**src/rtl/phy_irq_pkg.sv**
```systemverilog
package phy_irq_pkg;

	// Register indices as printed; the byte address is four times the index.
	localparam int unsigned IDX_CABLE = 28;
	localparam int unsigned IDX_FLAGS = 29;
	localparam int unsigned IDX_MASK = 30;
	localparam int unsigned ADDR_W = 12;
	localparam logic [11:0] ADDR_CABLE = 12'(IDX_CABLE * 4);
	localparam logic [11:0] ADDR_FLAGS = 12'(IDX_FLAGS * 4);
	localparam logic [11:0] ADDR_MASK = 12'(IDX_MASK * 4);

	// Field layout of the cable length report register.
	localparam int unsigned CODE_MSB = 15;
	localparam int unsigned CODE_LSB = 12;
	localparam int unsigned RESV_MSB = 11;
	localparam logic [3:0] CODE_RESET = 4'h0;
	localparam logic [11:0] RESV_RESET = 12'h800;

	// Interrupt source flag positions, shared by the mask register.
	localparam int unsigned FLAG_HI = 9;
	localparam int unsigned FLAG_LO = 1;
	localparam int unsigned BIT_LINK_UP = 9;
	localparam int unsigned BIT_WAKE = 8;
	localparam int unsigned BIT_ENERGY = 7;
	localparam int unsigned BIT_AN_DONE = 6;
	localparam int unsigned BIT_RFAULT = 5;
	localparam int unsigned BIT_LINK_DOWN = 4;
	localparam int unsigned BIT_ACK = 3;
	localparam int unsigned BIT_PDF = 2;
	localparam int unsigned BIT_PAGE = 1;
	localparam logic [9:1] FLAGS_RESET = 9'h000;
	localparam logic [9:1] MASK_RESET = 9'h000;

	// Positions inside the synchronised input bundle.
	localparam int unsigned SYNC_W = 14;
	localparam int unsigned S_LINK = 0;
	localparam int unsigned S_WAKE = 1;
	localparam int unsigned S_ENERGY = 2;
	localparam int unsigned S_AN_DONE = 3;
	localparam int unsigned S_RFAULT = 4;
	localparam int unsigned S_ACK = 5;
	localparam int unsigned S_PDF = 6;
	localparam int unsigned S_PAGE = 7;
	localparam int unsigned S_SPEED = 8;
	localparam int unsigned S_CFAULT = 9;
	localparam int unsigned S_CODE_LO = 10;
	localparam int unsigned S_CODE_HI = 13;
	localparam int unsigned EVT_W = 8;

	localparam logic [31:0] RDATA_ZERO = 32'h0000_0000;

endpackage

```
**src/rtl/bit_sync.sv**
```systemverilog
`timescale 1ns/100ps
`default_nettype none

// Two-stage synchroniser for a bundle of independent levels.
module bit_sync #(
	parameter int unsigned WIDTH = 1
) (
	input wire logic clk_i,
	input wire logic reset_i,
	input wire logic [WIDTH-1:0] async_i,
	output logic [WIDTH-1:0] sync_o
);

	logic [WIDTH-1:0] meta_r;

	// The first stage feeds only the second stage.
	always_ff @(posedge clk_i or posedge reset_i) begin
		if (reset_i) begin
			meta_r <= '0;
			sync_o <= '0;
		end else begin
			meta_r <= async_i;
			sync_o <= meta_r;
		end
	end

endmodule

`default_nettype wire

```
**src/rtl/phy_irq_flags_cable_length.sv**
```systemverilog
// Function
// - cable length register at index 28, 16 bits
// - read-only code in bits 15:12, resets zero
// - code valid only for faultless 100BASE-TX link
// - no cable length reported at 10 Mb/s
// - flag register at index 29, read-only
// - enabled flags latch high, reset to zero
// - reading flag register clears reported flags
// - each source gated by matching mask bit
// - bit 9 latches on link up
// - bit 8 latches on wake event
// - bit 7 latches on energy detected
// - bit 6 latches on auto-negotiation done
// - bit 5 latches on remote fault
// - bit 4 latches on link down
// - bit 3 latches on partner acknowledge
// - bit 2 latches on parallel detection fault
// - bit 1 latches on page received
// - mask one enables, zero suppresses, resets zero
//
// The APB slave port was chosen for this implementation.
`timescale 1ns/100ps
`default_nettype none

module phy_irq_flags_cable_length (
	input wire logic clk_i,
	input wire logic reset_i,
	input wire logic psel_i,
	input wire logic penable_i,
	input wire logic pwrite_i,
	input wire logic [11:0] paddr_i,
	input wire logic [31:0] pwdata_i,
	input wire logic [3:0] pstrb_i,
	output logic [31:0] prdata_o,
	output logic pready_o,
	output logic pslverr_o,
	input wire logic link_status_i,
	input wire logic wake_event_i,
	input wire logic energy_detected_i,
	input wire logic autoneg_done_i,
	input wire logic remote_fault_i,
	input wire logic partner_ack_i,
	input wire logic parallel_detect_fault_i,
	input wire logic page_received_i,
	input wire logic link_speed_100_i,
	input wire logic cable_fault_i,
	input wire logic [3:0] cable_length_code_i,
	output logic phy_irq_o
);

	logic [13:0] async_w;
	logic [13:0] sync_w;
	logic [7:0] evt_d_r;
	logic [3:0] code_d_r;
	logic [3:0] cable_code_r;
	logic [11:0] resv_r;
	logic [9:1] flags_r;
	logic [9:1] flags_nxt;
	logic [9:1] mask_r;
	logic [9:1] events_w;
	logic [9:1] set_w;
	logic [9:1] clr_bits_w;
	logic code_valid_w;
	logic access_w;
	logic first_w;
	logic done_w;
	logic clr_w;
	logic [31:0] rdata_w;
	logic hit_w;
	logic [15:0] mask_merge_w;
	logic [15:0] resv_merge_w;

	// Word match on the byte address, ignoring the byte offset.
	function automatic logic addr_hit(input logic [11:0] a, input logic [11:0] reg_addr);
		return a[11:2] == reg_addr[11:2];
	endfunction

	// Merges a write into a 16-bit register under the two low byte strobes.
	function automatic logic [15:0] strb_merge(input logic [15:0] old_v,
			input logic [15:0] new_v, input logic [1:0] strb);
		logic [15:0] res;
		res = old_v;
		if (strb[0]) begin
			res[7:0] = new_v[7:0];
		end
		if (strb[1]) begin
			res[15:8] = new_v[15:8];
		end
		return res;
	endfunction

	// Every status input comes from the PHY core and is synchronised first.
	assign async_w = {cable_length_code_i, cable_fault_i, link_speed_100_i,
		page_received_i, parallel_detect_fault_i, partner_ack_i, remote_fault_i,
		autoneg_done_i, energy_detected_i, wake_event_i, link_status_i};

	bit_sync #(
		.WIDTH(phy_irq_pkg::SYNC_W)
	) u_sync (
		.clk_i(clk_i),
		.reset_i(reset_i),
		.async_i(async_w),
		.sync_o(sync_w)
	);

	// Previous synchronised levels, used for edge detection and code stability.
	always_ff @(posedge clk_i or posedge reset_i) begin
		if (reset_i) begin
			evt_d_r <= 8'h00;
			code_d_r <= 4'h0;
		end else begin
			evt_d_r <= sync_w[phy_irq_pkg::EVT_W-1:0];
			code_d_r <= sync_w[phy_irq_pkg::S_CODE_HI:phy_irq_pkg::S_CODE_LO];
		end
	end

	// The estimate only means something on an up, faultless 100 Mb/s link.
	assign code_valid_w = sync_w[phy_irq_pkg::S_LINK] & sync_w[phy_irq_pkg::S_SPEED] &
		~sync_w[phy_irq_pkg::S_CFAULT];

	// The code is taken only once it has been steady for a cycle, so that a
	// multi-bit change passing the synchroniser is never seen half done.
	always_ff @(posedge clk_i or posedge reset_i) begin
		if (reset_i) begin
			cable_code_r <= phy_irq_pkg::CODE_RESET;
		end else if (!code_valid_w) begin
			cable_code_r <= phy_irq_pkg::CODE_RESET;
		end else if (sync_w[phy_irq_pkg::S_CODE_HI:phy_irq_pkg::S_CODE_LO] == code_d_r) begin
			cable_code_r <= code_d_r;
		end
	end

	// Edge detection of each source: rising edges, and the falling link edge.
	always_comb begin
		events_w = 9'h000;
		events_w[phy_irq_pkg::BIT_LINK_UP] = sync_w[phy_irq_pkg::S_LINK] &
			~evt_d_r[phy_irq_pkg::S_LINK];
		events_w[phy_irq_pkg::BIT_WAKE] = sync_w[phy_irq_pkg::S_WAKE] &
			~evt_d_r[phy_irq_pkg::S_WAKE];
		events_w[phy_irq_pkg::BIT_ENERGY] = sync_w[phy_irq_pkg::S_ENERGY] &
			~evt_d_r[phy_irq_pkg::S_ENERGY];
		events_w[phy_irq_pkg::BIT_AN_DONE] = sync_w[phy_irq_pkg::S_AN_DONE] &
			~evt_d_r[phy_irq_pkg::S_AN_DONE];
		events_w[phy_irq_pkg::BIT_RFAULT] = sync_w[phy_irq_pkg::S_RFAULT] &
			~evt_d_r[phy_irq_pkg::S_RFAULT];
		events_w[phy_irq_pkg::BIT_LINK_DOWN] = ~sync_w[phy_irq_pkg::S_LINK] &
			evt_d_r[phy_irq_pkg::S_LINK];
		events_w[phy_irq_pkg::BIT_ACK] = sync_w[phy_irq_pkg::S_ACK] &
			~evt_d_r[phy_irq_pkg::S_ACK];
		events_w[phy_irq_pkg::BIT_PDF] = sync_w[phy_irq_pkg::S_PDF] &
			~evt_d_r[phy_irq_pkg::S_PDF];
		events_w[phy_irq_pkg::BIT_PAGE] = sync_w[phy_irq_pkg::S_PAGE] &
			~evt_d_r[phy_irq_pkg::S_PAGE];
	end

	// A source can latch only while its mask bit is one.
	assign set_w = events_w & mask_r;

	// Write data merged under the byte strobes, ahead of the register updates.
	assign mask_merge_w = strb_merge({6'h00, mask_r, 1'b0}, pwdata_i[15:0], pstrb_i[1:0]);
	assign resv_merge_w = strb_merge({4'h0, resv_r}, pwdata_i[15:0], pstrb_i[1:0]);

	// Bus phases: one wait cycle, then the completing access cycle.
	assign access_w = psel_i & penable_i;
	assign first_w = access_w & ~pready_o;
	assign done_w = access_w & pready_o;
	assign hit_w = addr_hit(paddr_i, phy_irq_pkg::ADDR_CABLE) |
		addr_hit(paddr_i, phy_irq_pkg::ADDR_FLAGS) | addr_hit(paddr_i, phy_irq_pkg::ADDR_MASK);

	// A completed read of the flag register clears only what it reported.
	assign clr_w = done_w & ~pwrite_i & addr_hit(paddr_i, phy_irq_pkg::ADDR_FLAGS);
	assign clr_bits_w = clr_w ? prdata_o[phy_irq_pkg::FLAG_HI:phy_irq_pkg::FLAG_LO] : 9'h000;

	// New events are merged after the clear, so the set wins.
	assign flags_nxt = (flags_r & ~clr_bits_w) | set_w;

	// Sticky interrupt source flags.
	always_ff @(posedge clk_i or posedge reset_i) begin
		if (reset_i) begin
			flags_r <= phy_irq_pkg::FLAGS_RESET;
		end else begin
			flags_r <= flags_nxt;
		end
	end

	// Read multiplexer; unmapped bits and reserved flag and mask bits read as zero.
	always_comb begin
		rdata_w = phy_irq_pkg::RDATA_ZERO;
		if (addr_hit(paddr_i, phy_irq_pkg::ADDR_CABLE)) begin
			rdata_w[phy_irq_pkg::CODE_MSB:phy_irq_pkg::CODE_LSB] = cable_code_r;
			rdata_w[phy_irq_pkg::RESV_MSB:0] = resv_r;
		end else if (addr_hit(paddr_i, phy_irq_pkg::ADDR_FLAGS)) begin
			rdata_w[phy_irq_pkg::FLAG_HI:phy_irq_pkg::FLAG_LO] = flags_r;
		end else if (addr_hit(paddr_i, phy_irq_pkg::ADDR_MASK)) begin
			rdata_w[phy_irq_pkg::FLAG_HI:phy_irq_pkg::FLAG_LO] = mask_r;
		end
	end

	// Bus answer: ready, error and read data, all registered.
	always_ff @(posedge clk_i or posedge reset_i) begin
		if (reset_i) begin
			pready_o <= 1'b0;
			pslverr_o <= 1'b0;
			prdata_o <= phy_irq_pkg::RDATA_ZERO;
		end else begin
			pready_o <= first_w;
			pslverr_o <= first_w & ~hit_w;
			if (first_w && !pwrite_i) begin
				prdata_o <= rdata_w;
			end else if (done_w) begin
				prdata_o <= phy_irq_pkg::RDATA_ZERO;
			end
		end
	end

	// Mask register; writes take effect at the completing edge.
	always_ff @(posedge clk_i or posedge reset_i) begin
		if (reset_i) begin
			mask_r <= phy_irq_pkg::MASK_RESET;
		end else if (done_w && pwrite_i && addr_hit(paddr_i, phy_irq_pkg::ADDR_MASK)) begin
			mask_r <= mask_merge_w[phy_irq_pkg::FLAG_HI:phy_irq_pkg::FLAG_LO];
		end
	end

	// Reserved low bits of the cable register keep what software writes.
	always_ff @(posedge clk_i or posedge reset_i) begin
		if (reset_i) begin
			resv_r <= phy_irq_pkg::RESV_RESET;
		end else if (done_w && pwrite_i && addr_hit(paddr_i, phy_irq_pkg::ADDR_CABLE)) begin
			resv_r <= resv_merge_w[phy_irq_pkg::RESV_MSB:0];
		end
	end

	// Interrupt output from enabled pending flags.
	always_ff @(posedge clk_i or posedge reset_i) begin
		if (reset_i) begin
			phy_irq_o <= 1'b0;
		end else begin
			phy_irq_o <= |(flags_r & mask_r);
		end
	end
endmodule

`default_nettype wire

```
**config.mk**
```make
export PLATFORM = sky130hd
export DESIGN_NAME = phy_irq_flags_cable_length
export DESIGN_NICKNAME = d
export VERILOG_FILES = /design/src/rtl/phy_irq_pkg.sv /design/src/rtl/bit_sync.sv /design/src/rtl/phy_irq_flags_cable_length.sv
export SDC_FILE = /design/constraint.sdc
export NUM_CORES = 1
export LEC_CHECK = 0
export BUFFER_PORTS_ARGS = -buffer_cell sky130_fd_sc_hd__buf_2
export CORE_ASPECT_RATIO = 1.2
export CORE_MARGIN = 1
export CORE_UTILIZATION = 30
export CTS_BUF_LIST = sky130_fd_sc_hd__clkbuf_8 sky130_fd_sc_hd__clkbuf_16
export CTS_CLUSTER_DIAMETER = 40
export DETAILED_ROUTE_END_ITERATION = 7
export PLACE_DENSITY = 0.54
export SETUP_SLACK_MARGIN = 0.15
export SKIP_CTS_REPAIR_TIMING = 1
export SYNTH_ARGS = -nofsm -noshare
export SYNTH_HDL_FRONTEND = slang
export SYNTH_SLANG_ARGS = --single-unit
```
**constraint.sdc**
```tcl
create_clock -name clk_i -period 9.1 [get_ports clk_i]
set_input_delay 1.82 -clock clk_i [delete_from_list [all_inputs] [get_ports clk_i]]
set_output_delay 1.82 -clock clk_i [all_outputs]
set_load 0.03 [all_outputs]
```
==> impl_metrics.ini, run 1 <==
[pwr]
ir_drop_mv = 0.0899
internal_power_w = 0.000623
power_switching_w = 0.000193
clkPwrFrac_pct = 42.0
cellPowerDensity_nw_per_um2 = 189
switching_share_pct = 23.7
power_frac_comb_pct = 5.5
leakagePower_nw = 2.02
power_frac_seq_pct = 52.4

[critical_path]
cp_slowest_stage_delay_ns = 0.91
end_kind = flip-flop
cp_cell_sequence = buf_2 > or4_4 > or2_1 > nor4_4 > a32o_1
cp_slowest_cell = nor4_4
setup.worst_path.class = in -> reg
crit_path_start = paddr_i[9]
cp.required_ns = 9.37
cp_max_fo = 16
startpoint_type = input pin
path_delay_family = simple AND/OR/NAND/NOR gates
crit_buf_inv = 1
critPathArrivalTime_ns = 4.17
reg2reg_from = pready_o$_DFF_PP0_

[global_routing]
track_usage_pct = 12.6
grt_pass1_wl_um = 11400
grt_pass1_vias = 2216
antenna_found_initial = 0
overflow = 0
grt_max_degree = 68

[placement]
dpl_cell_area_um2 = 4030
post-dp-hpwl_um = 4920
numPortBuffers = 61
gp_congestion = 0.701

[timing]
fmax_mhz = 257
finalHoldViolCount = 0
fin_crit_sh_pct = 42.8
worst_pin_slew_ns = 1.07
fin_tns_setup_ns = 0
period_minus_slack_ns = 3.90
grt_setup_unrepaired = false
relSlewSlack_pct = 28.0
setup_viol = 0
skew_ns = 0.0101
drv_slew = 0

[die]
fp.dieH_um = 122
io_pins = 102
dieArea_um2 = 12500
die_x_um = 102
coreArea_um2 = 11700
num_rows = 43
start_util_pct = 31.0

[route]
drt-met1-wl_um = 3290
drtPass1Iterations = 4
routedWlPerCell_um = 15.1
highest_layer = met4
dr_wl_met2_um = 3610
antenna_left = 0
wl_um = 7410
routed_via_density = 4.65
drt-initial-drc-count = 139
num_vias = 2285
drcViolationCount = 0
wl_met3_um = 428

[yosys]
ys_seq_area_share_pct = 64.3
netlist_area_um2 = 3620
synthCells = 263
yosysUniqueCellTypes = 40
ys.flop_type = dfrtp_1
yosys_warnings = 0
yosys_register_bits = 93
syn_avg_cell_area_um2 = 13.8
synth_edf_count = 0
async_flop_share_pct = 100

[layout]
area_growth_syn_to_layout_pct = 19.0
final_cell_mix = 92 x dfrtp_1, 61 x buf_2, 18 x nand2_1
diodes = 0
final_common_cell = dfrtp_1
drive_above_1_share_pct = 31.7
multi_input_area_um2 = 1170
nets = 396
final_cell_area_um2 = 4310
seqCellArea_um2 = 2330
nFillCells = 1151

[clock_network]
clk_pin_slew_ns = 0.06
cts.sinks = 93
clk_latency_ns = 0.34
cts_tree = built
cts_root_buffer = clkbuf_16
cts_made_buffers = 9
ctsLongestPathBuffers = 2
htreeDepth = 3

[hold_path]
hold_path_class = reg -> reg
hp-start = u_sync.meta_r[9]$_DFF_PP0_

[job]
drv_cap = 0

[status]
outcome = finished clean
worst paths after layout:
check | to | slack, ns | cells past startpoint
setup / recovery | prdata_o[5]$_DFFE_PP0P_ | 5.20 | 5
hold / removal | u_sync.sync_o[9]$_DFF_PP0_ | 0.35 | 0
setup reg to reg | mask_r[7]$_DFFE_PP0P_ | 7.29 | 3
hold reg to reg | u_sync.sync_o[9]$_DFF_PP0_ | 0.35 | 0
max in group asynchronous | flags_r[2]$_DFF_PP0_ | 6.43 | 3
min in group asynchronous | u_sync.meta_r[13]$_DFF_PP0_ | 1.47 | 2
metrics by stage:
step                hold WS, ns  util [%]  worst slack (ns)  power, W  std cells
finish                    0.348      36.9              5.20  0.000816        491
CTS                       0.350      36.9              5.18  0.000830        491
floorplan                 0.331         -              4.86  0.000469        278
detailed placement        0.336      34.5              4.83  0.000482        475
global route              0.352      36.9              5.09  0.000853        491
global placement          0.331      34.5              4.86  0.000480        475
worst reg2reg max path, cell delays in order, from the launching register on:
cell	delay, ns
dfrtp_1	0.47
nand4_1	0.28
nor3_4	0.54
mux2_2	0.40
Yosys cell counts (3+ instances only):
master	instances	share of area, %
inv_1	3	0.31
clkbuf_1	5	0.52
nand4_1	3	0.52
xnor2_1	4	0.97
or3_1	9	1.6
mux2_2	16	5.0
a32o_1	17	4.7
dfrtp_1	92	64
buf_4	17	3.5
nor2_1	5	0.52
a21oi_1	9	1.2
mux2i_1	3	0.83
nor2b_1	10	1.7
o2bb2ai_1	8	1.9
nand2_1	18	1.9
mux2_1	5	1.6
nand2b_1	10	1.7
flip-flops by register name (all words and copies together), names as in the netlist, 4 cells and up:
signal / count
prdata_o: 16
u_sync.meta_r: 14
u_sync.sync_o: 14
resv_r: 12
flags_r: 9
mask_r: 9
evt_d_r: 8
cable_code_r: 4
code_d_r: 4
cell type report:
class | count | area share (%)
multi-input combinational | 158 | 27.1
tap | 157 | 4.56
clock inverter | 7 | 1.19
timing repair buffer | 64 | 7.61
inverter | 3 | 0.290
clock buffer | 9 | 5.23
sequential | 93 | 54.0
cells by family (layout without fill, tap and decap cells):
| group | count (synthesis) | after routing | synth area share [%] |
|---|---|---|---|
| AO/OA/AOI/OAI | 43 | 43 | 9.92 |
| XOR/XNOR | 4 | 4 | 0.968 |
| buffers and inverters | 27 | 83 | 4.98 |
| flip-flops | 93 | 93 | 64.3 |
| multiplexers | 24 | 24 | 7.36 |
| other | 1 | 16 | 0.104 |
| AND/OR/NAND/NOR | 71 | 71 | 12.3 |
layer usage:
| metal | global-route usage, % | vias up |
|---|---|---|
| li1 | - | 1046 |
| met1 | 15.7 | 1167 |
| met2 | 20.0 | 67 |
| met3 | 4.38 | 5 |
| met4 | 4.82 | 0 |
| met5 | 0 | - |
power groups by stage:
stage,Sequential [W],Combinational [W],Clock [W]
floorplan,0.000435,0.0000334,0
global placement,0.000435,0.0000451,0
detailed placement,0.000436,0.0000459,0
CTS,0.000428,0.0000461,0.000356
global route,0.000428,0.0000510,0.000373
finish,0.000428,0.0000453,0.000343
No activity file was read; power rests on OpenSTA's default activity.
==> inputs of run 2 (changes only) <==
--- a/config.mk
+++ b/config.mk
@@ -12,7 +12,7 @@
 export CTS_BUF_LIST = sky130_fd_sc_hd__clkbuf_8 sky130_fd_sc_hd__clkbuf_16
 export CTS_CLUSTER_DIAMETER = 40
 export DETAILED_ROUTE_END_ITERATION = 7
-export PLACE_DENSITY = 0.54
+export PLACE_DENSITY = 0.56
 export SETUP_SLACK_MARGIN = 0.15
 export SKIP_CTS_REPAIR_TIMING = 1
 export SYNTH_ARGS = -nofsm -noshare
==> constraint.sdc (replaced) <==
create_clock -name clk_i -period 3.2 [get_ports clk_i]
set_input_delay 0.64 -clock clk_i [delete_from_list [all_inputs] [get_ports clk_i]]
set_output_delay 0.64 -clock clk_i [all_outputs]
set_load 0.03 [all_outputs]
==> impl_metrics.ini, run 2 (synthesized netlist as in run 1, its figures left out) <==
[status]
outcome = finished clean

[layout]
largest_reg_flops = 16
largest-register = prdata_o
final_common_cell = dfrtp_1
nFillCells = 1137
area_growth_syn_to_layout_pct = 19.7
final_cell_mix = 92 x dfrtp_1, 61 x buf_2, 18 x nand2_1
drive_above_1_share_pct = 32.0
diodes = 0
nets = 400
reg.largest.list = prdata_o x16, u_sync.meta_r x14, u_sync.sync_o x14

[global_routing]
grt_pass1_wl_um = 12300
overflow = 0
track_usage_pct = 13.5
antenna_found_initial = 0
grt_pass1_vias = 2365
grt_max_degree = 94

[timing]
grt_setup_unrepaired = false
fmax_mhz = 439
period_minus_slack_ns = 2.28
setup_viol = 0
drv_slew = 0
fin_crit_sh_pct = 71.1
relSlewSlack_pct = 64.2
skew_ns = 0.0103
worst_pin_slew_ns = 0.535
fin_tns_setup_ns = 0
finalHoldViolCount = 0

[critical_path]
cp_slowest_stage_delay_ns = 0.53
startpoint_type = input pin
setup.worst_path.class = in -> reg
critPathArrivalTime_ns = 2.50
cp_cell_sequence = buf_2 > or4_4 > or2_1 > buf_4 > or3_1 > a32o_1
path_delay_family = simple AND/OR/NAND/NOR gates
cp.required_ns = 3.42
end_kind = flip-flop
cp_slowest_cell = or4_4
cp_max_fo = 9
crit_buf_inv = 2

[clock_network]
cts_tree = built
cts_made_buffers = 9
cts.sinks = 93
htreeDepth = 3
clk_pin_slew_ns = 0.07
cts_root_buffer = clkbuf_16
clk_latency_ns = 0.33
ctsLongestPathBuffers = 2

[die]
die_x_um = 102
start_util_pct = 31.0
num_rows = 43
coreArea_um2 = 11700
fp.dieH_um = 122
io_pins = 102
dieArea_um2 = 12500

[placement]
gp_congestion = 0.678
post-dp-hpwl_um = 4920
numPortBuffers = 61

[route]
wl_um = 7430
routedWlPerCell_um = 15.0
drcViolationCount = 0
routed_via_density = 4.56
antenna_left = 0
drtPass1Iterations = 4
num_vias = 2254
drt-initial-drc-count = 107

[job]
drv_cap = 0

[pwr]
ir_drop_mv = 0.250
cellPowerDensity_nw_per_um2 = 525
power.total_w = 0.00227
leakagePower_nw = 2.04

[hold_path]
hold_path_class = reg -> reg
run 2: cell count changes in the layout (fill, tap and decap cells not counted), sizes merged:
cell    delta
buf        +4
clkinv     -2
inv        +1
run 2: worst paths after layout:
path | start | endpoint | slack [ns] | cells after the start
max in group asynchronous | reset_i | pready_o$_DFF_PP0_ | 2.38 | 3
worst min-delay path | u_sync.meta_r[9]$_DFF_PP0_ | u_sync.sync_o[9]$_DFF_PP0_ | 0.35 | 0
worst max-delay path | paddr_i[9] | prdata_o[9]$_DFFE_PP0P_ | 0.92 | 6
min in group asynchronous | reset_i | u_sync.meta_r[13]$_DFF_PP0_ | 0.43 | 3
worst max register to register | pready_o$_DFF_PP0_ | mask_r[6]$_DFFE_PP0P_ | 1.51 | 4
worst min register to register | u_sync.meta_r[9]$_DFF_PP0_ | u_sync.sync_o[9]$_DFF_PP0_ | 0.35 | 0
run 2: cell type report:
class | instances | area, um2 | share of cell area (%)
clock buffer | 9 | 225 | 5.20
sequential | 93 | 2330 | 53.7
timing repair buffer | 68 | 370 | 8.55
inverter | 3 | 15.0 | 0.346
clock inverter | 6 | 31.3 | 0.722
multi-input combinational | 158 | 1170 | 26.9
tap | 157 | 196 | 4.53
run 2: routing by layer:
layer  vias up  global-route usage [%]  share of wire [%]
met2        73                    21.9                 49
met5         -                       0                  0
met4         0                    5.63                1.2
met1      1124                    16.9                 44
li1       1050                       -                  -
met3         7                    3.70                6.0
run 2: where the power goes:
part	switching, W	internal (W)	leakage [nW]	total (W)
logic	0.0000899	0.0000410	0.746	0.000131
clock network	0.000413	0.000515	0.138	0.000927
registers	0.0000128	0.00120	1.16	0.00122
run 2: through the flow:
step	cell area (um2)	worst slack [ns]	hold slack [ns]	std cells	utilization (%)
CTS	4330	0.915	0.349	494	37.1
detailed placement	4080	0.567	0.335	479	34.9
floorplan	3680	0.856	0.331	278	-
finish	4330	0.925	0.347	494	37.1
global route	4330	0.843	0.351	494	37.1
global placement	4080	0.593	0.333	479	34.9
